--- src/rtl/mnx_pkg.sv ---
// constants and types for the multiply / negate / idle execution datapath
`default_nettype none
package mnx_pkg;
    // ==========================================
    // opcode fields
    localparam logic [6:0] MNX_OP_MUL = 7'h01;
    localparam logic [6:0] MNX_OP_NEG = 7'h36;
    localparam logic [3:0] MNX_OP_IDLE_HI = 4'hF;
    localparam logic [15:0] MNX_OP_IDLE_ZERO = 16'h0000;
    localparam int MNX_BANK_BIT = 8;
    localparam logic [7:0] MNX_INDEX_LIMIT = 8'h5F;
    // ==========================================
    // reset values
    localparam logic [7:0] MNX_PROD_RST = 8'h00;
    localparam logic [4:0] MNX_FLAGS_RST = 5'h00;
    localparam logic [1:0] MNX_PHASE_RST = 2'h0;
    // ==========================================
    // flag positions in the flag vector
    localparam int MNX_FLAG_C = 0;
    localparam int MNX_FLAG_DC = 1;
    localparam int MNX_FLAG_Z = 2;
    localparam int MNX_FLAG_OV = 3;
    localparam int MNX_FLAG_N = 4;
    // ==========================================
    // phases of the four-phase instruction cycle
    typedef enum logic [3:0] {
        MNX_Q1 = 4'b0001,
        MNX_Q2 = 4'b0010,
        MNX_Q3 = 4'b0100,
        MNX_Q4 = 4'b1000
    } mnx_phase_type;
    // ==========================================
    // operand addressing mode
    typedef enum logic [2:0] {
        MNX_AM_ACCESS = 3'b001,
        MNX_AM_BANKED = 3'b010,
        MNX_AM_INDEXED = 3'b100
    } mnx_amode_type;
endpackage
`default_nettype wire

--- src/rtl/mnx_exec.sv ---
// execution datapath for multiply-by-file, negate-file and idle instructions
`default_nettype none
// Notes on behaviour
// - a word whose top seven bits are 0000001 is the multiply-accumulator-by-file instruction.
// - the multiply treats accumulator and file byte as unsigned.
// - the 16-bit product goes high byte to product_high_byte and low byte to product_low_byte.
// - the multiply leaves accumulator, file register and all flags untouched.
// - bank bit 0 selects the access bank, bank bit 1 takes the upper address from bank_pointer.
// - with the extended set on, bank bit 0 and address up to 95 use indexed literal offset mode.
// - a word whose top seven bits are 0110110 is negate, computing inverted file byte plus one.
// - the negate result is written back to the very location that supplied the operand.
module mnx_exec
    import mnx_pkg::*;
(
    // clock and reset
    input wire logic clk,
    input wire logic rst,
    // instruction and core state
    input wire logic instr_valid,
    input wire logic [15:0] instr_word,
    input wire logic [7:0] accum,
    input wire logic [3:0] bank_pointer,
    input wire logic extended_set,
    input wire logic [11:0] index_base,
    // data memory read
    output logic [11:0] mem_addr,
    output logic mem_rd,
    input wire logic [7:0] mem_rdata,
    // data memory write
    output logic mem_wr,
    output logic [7:0] mem_wdata,
    // results
    output logic [7:0] product_high_byte,
    output logic [7:0] product_low_byte,
    output logic [4:0] flags,
    output logic [4:0] flags_wr_mask,
    output logic [3:0] phase,
    output logic instr_done
);
    // ==========================================
    // decode
    // the word is decoded while the sequencer sits in Q1; only the
    // captured copy in iw_q steers the later phases, so the caller may
    // change instr_word as soon as the word has been taken
    logic is_mul, is_neg, is_idle;
    logic [7:0] faddr;
    mnx_amode_type amode;
    logic [11:0] ea;
    assign faddr = instr_word[7:0];
    assign is_mul = instr_word[15:9] == MNX_OP_MUL;
    assign is_neg = instr_word[15:9] == MNX_OP_NEG;
    assign is_idle = (instr_word == MNX_OP_IDLE_ZERO) || (instr_word[15:12] == MNX_OP_IDLE_HI);

    // effective address of the file operand:
    // bank bit 1 - bank_pointer supplies the upper four address bits
    // bank bit 0 - access bank: lower half maps to 000h..07Fh, upper
    //              half to the special-register window F80h..FFFh
    // extended set, bank bit 0 and a small address - indexed from
    //              index_base, which takes priority over the access bank
    always_comb begin
        if (instr_word[MNX_BANK_BIT]) begin
            amode = MNX_AM_BANKED;
            ea = {bank_pointer, faddr};
        end else if (extended_set && faddr <= MNX_INDEX_LIMIT) begin
            amode = MNX_AM_INDEXED;
            ea = index_base + {4'h0, faddr};
        end else begin
            amode = MNX_AM_ACCESS;
            ea = faddr[7] ? {4'hF, faddr} : {4'h0, faddr};
        end
    end

    // ==========================================
    // phase sequencer and latched operands
    // Q1 decodes and captures, Q2 reads the file operand, Q3 forms the
    // result and Q4 writes it; every instruction takes all four phases,
    // so an idle or undecoded word costs the same four clocks as a
    // multiply or a negate
    mnx_phase_type ph_q, ph_d;
    logic [15:0] iw_q, iw_d;
    logic [11:0] addr_q, addr_d;
    logic [7:0] opnd_q, opnd_d, acc_q, acc_d;
    logic busy_q, busy_d;
    logic rd_q, rd_d, wr_q, wr_d, done_q, done_d;
    logic [7:0] wdat_q, wdat_d, ph_hi_q, ph_hi_d, pl_q, pl_d;
    logic [4:0] fl_q, fl_d, fm_q, fm_d;
    logic [15:0] prod;
    logic [8:0] neg_full;
    logic [4:0] neg_half;
    logic [7:0] neg_res;
    logic iw_mul, iw_neg;

    assign iw_mul = iw_q[15:9] == MNX_OP_MUL;
    assign iw_neg = iw_q[15:9] == MNX_OP_NEG;
    // operands are latched rather than read live, so a later change on
    // accum or mem_rdata cannot disturb a product in flight
    assign prod = {8'h00, acc_q} * {8'h00, opnd_q};
    // negation as inverse plus one; the ninth bit is the carry of the
    // implied zero minus operand, set only for a zero operand, and the
    // half carry comes from the low nibble alone
    assign neg_full = {1'b0, ~opnd_q} + 9'h001;
    assign neg_half = {1'b0, ~opnd_q[3:0]} + 5'h01;
    assign neg_res = neg_full[7:0];

    // strobes and the flag mask are pulses: zero unless set below
    always_comb begin
        ph_d = ph_q;
        iw_d = iw_q;
        addr_d = addr_q;
        opnd_d = opnd_q;
        acc_d = acc_q;
        busy_d = busy_q;
        rd_d = 1'b0;
        wr_d = 1'b0;
        done_d = 1'b0;
        wdat_d = wdat_q;
        ph_hi_d = ph_hi_q;
        pl_d = pl_q;
        fl_d = fl_q;
        fm_d = 5'h00;
        case (ph_q)
            MNX_Q1: begin
                // idle and undecoded words still run all phases, with no memory strobe
                if (instr_valid) begin
                    iw_d = instr_word;
                    addr_d = ea;
                    acc_d = accum;
                    busy_d = 1'b1;
                    rd_d = (is_mul || is_neg) && !is_idle;
                    ph_d = MNX_Q2;
                end
            end
            MNX_Q2: begin
                // memory answers in the read phase itself
                opnd_d = mem_rdata;
                ph_d = MNX_Q3;
            end
            MNX_Q3: begin
                // write data is registered so it stands with the write strobe
                if (iw_neg) begin
                    wr_d = 1'b1;
                    wdat_d = neg_res;
                end
                ph_d = MNX_Q4;
            end
            MNX_Q4: begin
                if (iw_mul) begin
                    ph_hi_d = prod[15:8];
                    pl_d = prod[7:0];
                end
                if (iw_neg) begin
                    fl_d[MNX_FLAG_C] = neg_full[8];
                    fl_d[MNX_FLAG_DC] = neg_half[4];
                    fl_d[MNX_FLAG_Z] = neg_res == 8'h00;
                    // signed wrap only for 80h, whose negation is itself
                    fl_d[MNX_FLAG_OV] = opnd_q == 8'h80;
                    fl_d[MNX_FLAG_N] = neg_res[7];
                    fm_d = 5'h1F;
                end
                done_d = 1'b1;
                busy_d = 1'b0;
                ph_d = MNX_Q1;
            end
            default: begin
                ph_d = MNX_Q1;
            end
        endcase
    end

    // ==========================================
    // registers
    // reset parks the sequencer in Q1 so a word may be taken at the
    // first edge after release
    always_ff @(posedge clk) begin
        if (rst) begin
            ph_q <= MNX_Q1;
            iw_q <= MNX_OP_IDLE_ZERO;
            addr_q <= 12'h000;
            opnd_q <= MNX_PROD_RST;
            acc_q <= MNX_PROD_RST;
            busy_q <= 1'b0;
            rd_q <= 1'b0;
            wr_q <= 1'b0;
            done_q <= 1'b0;
            wdat_q <= MNX_PROD_RST;
            ph_hi_q <= MNX_PROD_RST;
            pl_q <= MNX_PROD_RST;
            fl_q <= MNX_FLAGS_RST;
            fm_q <= MNX_FLAGS_RST;
        end else begin
            ph_q <= ph_d;
            iw_q <= iw_d;
            addr_q <= addr_d;
            opnd_q <= opnd_d;
            acc_q <= acc_d;
            busy_q <= busy_d;
            rd_q <= rd_d;
            wr_q <= wr_d;
            done_q <= done_d;
            wdat_q <= wdat_d;
            ph_hi_q <= ph_hi_d;
            pl_q <= pl_d;
            fl_q <= fl_d;
            fm_q <= fm_d;
        end
    end

    // ==========================================
    // outputs, each straight from its register
    assign mem_addr = addr_q;
    assign mem_rd = rd_q;
    assign mem_wr = wr_q;
    assign mem_wdata = wdat_q;
    assign product_high_byte = ph_hi_q;
    assign product_low_byte = pl_q;
    assign flags = fl_q;
    assign flags_wr_mask = fm_q;
    assign phase = ph_q;
    assign instr_done = done_q;
endmodule
`default_nettype wire

--- config.mk ---
export PLATFORM = sky130hd
export DESIGN_NAME = mnx_exec
export DESIGN_NICKNAME = d
export VERILOG_FILES = /design/src/rtl/mnx_pkg.sv /design/src/rtl/mnx_exec.sv
export SDC_FILE = /design/constraint.sdc
export NUM_CORES = 1
export LEC_CHECK = 0
export CORE_UTILIZATION = 45
export CTS_BUF_LIST = sky130_fd_sc_hd__clkbuf_4 sky130_fd_sc_hd__clkbuf_8 sky130_fd_sc_hd__clkbuf_16
export DETAILED_ROUTE_END_ITERATION = 8
export DONT_BUFFER_PORTS = 1
export SKIP_CTS_REPAIR_TIMING = 1
export SYNTH_ARGS = -nofsm -noshare
export SYNTH_HDL_FRONTEND = slang
export SYNTH_SLANG_ARGS = --single-unit
export TNS_END_PERCENT = 5
--- constraint.sdc ---
create_clock -name clk -period 6.4 [get_ports clk]
set_clock_uncertainty 0.15 [all_clocks]
set_input_delay 0.32 -clock clk [delete_from_list [all_inputs] [get_ports clk]]
set_output_delay 0.32 -clock clk [all_outputs]
set_load 0.02 [all_outputs]
==> flow_metrics.env <==
export IMPL_hold_viol=2
export IMPL_cp_arrival_ns=4.75
export IMPL_p_leak_nw=2.66
export IMPL_setup_tns_ns=0
export IMPL_fin_crit_sh_pct=72.7
export IMPL_n_antenna_cell=0
export IMPL_max_freq_mhz=215
export IMPL_synthTopCellsByArea="dfxtp_1 27%, fa_1 14%, ha_1 10%, nand2_1 6.7%, and2_1 5.9%"
export IMPL_yosysTopAreaCell="dfxtp_1"
export IMPL_insertion_delay_ns=0.34
export IMPL_synth_common_cells="97 x nand2_1, 72 x dfxtp_1, 55 x inv_1, 54 x a21oi_1, 51 x and2_1"
export IMPL_peakVddDrop_mv=0.169
export IMPL_report_final_setup_viol=0
export IMPL_p_comb_share_pct=11.1
export IMPL_relSlewSlack_pct=25.5
export IMPL_swShare_pct=27.5
export IMPL_hpwlAfterDp_um=9350
export IMPL_whs_ns=-0.0279
export IMPL_port_buffer_count=0
export IMPL_drc=1
export IMPL_grt_pass1_wl_um=20200
export IMPL_min_period_ns=4.65
export IMPL_cts_root_buf="clkbuf_16"
export IMPL_ys_types=54
export IMPL_synthAdderAreaFrac_pct=24.0
export IMPL_fin_nets=791
export IMPL_firstDrtPassIters=7
export IMPL_reg2reg_slack_ns=1.75
export IMPL_synth_top_family_by_area="adder cells"
export IMPL_die_y_um=112
export IMPL_grt_max_degree=70
export IMPL_syn_area_um2=5420
export IMPL_maxCapViolCount=0
export IMPL_required_ns=6.50
export IMPL_ant_nets=0
export IMPL_design_die_area_um2=12500
export IMPL_place_area_um2=5460
export IMPL_synth_avg_cell_area_um2=8.27
export IMPL_outcome="finished with violations"
export IMPL_syn2layout_area_growth_pct=10.2
export IMPL_first_iter_violations=198
export IMPL_synthArstFlopShare_pct=0
export IMPL_ys_ff_latch=72
export IMPL_cp_start_kind="flip-flop"
export IMPL_stdcell_area_um2=5970
export IMPL_clock_power_share_pct=43.0
export IMPL_clock_sinks=72
export IMPL_synth_cells=656
export IMPL_path_max_fanout=14
export IMPL_wl_um=12500
export IMPL_end_kind="flip-flop"
export IMPL_ioPinCount=105
export IMPL_htreeDepth=3
export IMPL_initial_core_util_pct=46.9
export IMPL_synth_top_area_share_pct=26.6
export IMPL_grt_use_total_pct=20.1
export IMPL_p_int_w=0.000783
export IMPL_vias=4435
export IMPL_rows=39
export IMPL_cellPowerDensity_nw_per_um2=181
export IMPL_synth_compound_area_share_pct=14.4
export IMPL_worstMarginPinSlew_ns=1.11
export IMPL_final_max_slew_viol_count=0
export IMPL_clockBufferDepth=2
export IMPL_die_width_um=112
export IMPL_antenna_found_initial=0
export IMPL_rsz0062_at_grt="false"
export IMPL_p_switching_w=0.000297
export IMPL_grt_pass1_vias=4210
export IMPL_ys_seq_area_share_pct=26.6
export IMPL_gp_congestion=0.858
export IMPL_drive_gt1_share_pct=3.47
export IMPL_synth_edff_count=0
export IMPL_seq_power_share_pct=45.8
export IMPL_vias_per_cell=5.51
export IMPL_yosys_area_share_xor_xnor_pct=2.91
export IMPL_hold_class="in2reg"
export IMPL_cts_made_buffers=9
export IMPL_grt_overflow=0
export IMPL_violations="DRC, hold timing"
export IMPL_fp_coreArea_um2=11600
export IMPL_synth_ff_type="dfxtp_1"
export IMPL_wire_per_inst_um=15.5
export IMPL_synth_most_common_cell="nand2_1"
export IMPL_seq_area_um2=1440
export IMPL_synthMuxAreaShare_pct=1.66
export IMPL_cts_tree="done"
export IMPL_cts_clk_slew_worst_paths_ns=0.06
export IMPL_yosysWarnings=0
export IMPL_syn_nets=790
export IMPL_yosys_area_share_simple_pct=23.7
export IMPL_fill_cells=1125
export IMPL_worstSetupPathType="reg2reg"
export IMPL_multi_input_area_um2=3630
==> layout make-up <==
class | instances | share of cell area (%)
Inverter | 55 | 3.46
Tap cell | 143 | 2.99
Timing Repair Buffer | 23 | 4.10
Clock buffer | 10 | 3.90
Clock inverter | 6 | 0.733
Sequential cell | 72 | 24.1
Multi-Input combinational cell | 496 | 60.7
==> per-stage QoR <==
stage / power (W) / std cells / hold WS [ns] / utilization, % / setup WS, ns
finish: 0.00108 / 805 / -0.0279 / 51.7 / 1.75
global route: 0.00113 / 805 / -0.00567 / 51.7 / 1.47
CTS: 0.00107 / 783 / -0.114 / 49.6 / 1.72
detailed placement: 0.000607 / 767 / 0.248 / 47.2 / 1.73
global placement: 0.000604 / 767 / 0.245 / 47.2 / 1.85
floorplan: 0.000587 / 656 / 0.247 / - / 1.94
==> worst max-delay path, cell delays in order, from the launching register on <==
cell	delay, ns
dfxtp_1	0.59
and2_1	0.21
fa_1	0.44
fa_1	0.52
fa_1	0.54
inv_1	0.05
fa_1	0.41
inv_1	0.06
ha_1	0.27
a21o_1	0.22
or3_1	0.33
o2111ai_1	0.25
o21ai_0	0.16
xnor2_1	0.15
a211oi_1	0.23
==> power by group through the flow <==
stage                logic, W  registers, W  clock network [W]
floorplan           0.0000922      0.000495                  0
global placement    0.0000995      0.000504                  0
detailed placement   0.000102      0.000505                  0
CTS                  0.000103      0.000495           0.000477
global route         0.000135      0.000498           0.000495
finish               0.000120      0.000495           0.000465
==> kinds of logic after synthesis <==
group,count (synthesis)
compound gates,127
buf+inv,88
flops,72
xor+xnor,18
fa+ha+maj,82
simple gates,260
mux,9
==> routing by layer <==
| layer | routed length, um | global-route usage (%) |
|---|---|---|
| met1 | 5680 | 26.7 |
| met2 | 5990 | 31.8 |
| met3 | 568 | 4.90 |
| met4 | 276 | 7.21 |
| met5 | 0 | 0 |
==> state kept, by name, summed over array words and instances, names as in the netlist, 4 cells and up <==
| register | count |
|---|---|
| opnd_q | 8 |
| mem_wdata | 8 |
| acc_q | 8 |
| product_low_byte | 8 |
| iw_q | 7 |
| phase | 4 |
| flags | 5 |
| mem_addr | 12 |
| product_high_byte | 8 |
==> placed cells by master (no fill, tap or decap), types with 3 or more instances in the layout <==
master          n
a211oi_1       13
a21o_1          3
a21oi_1        54
a31oi_1         4
and2_1         51
and3_1          3
clkbuf_16       9
dfxtp_1        72
dlygate4sd3_1  21
fa_1           37
ha_1           45
inv_1          55
mux2i_1         9
nand2_1        97
nand2b_1        3
nand3_1        16
nand3b_1        4
nand4_1         3
nor2_1         43
nor2b_1         5
nor3_1         15
nor4_1          5
o211ai_1        3
o21a_1          8
o21ai_0        20
or3_1           3
or4_1           4
xnor2_1        10
xor2_1          8
==> final timing paths <==
kind                                              from                           endpoint  depth (start not counted)
worst max-delay path            opnd_q[5]$_SDFFE_PP0N_  product_high_byte[7]$_SDFFE_PP0P_                         14
worst min-delay path                      mem_rdata[3]             opnd_q[3]$_SDFFE_PP0N_                          2
worst max register to register  opnd_q[5]$_SDFFE_PP0N_  product_high_byte[7]$_SDFFE_PP0P_                         14
worst min register to register   iw_q[15]$_SDFFE_PP0P_              iw_q[15]$_SDFFE_PP0P_                          2
(Power assumes the default switching activity.)
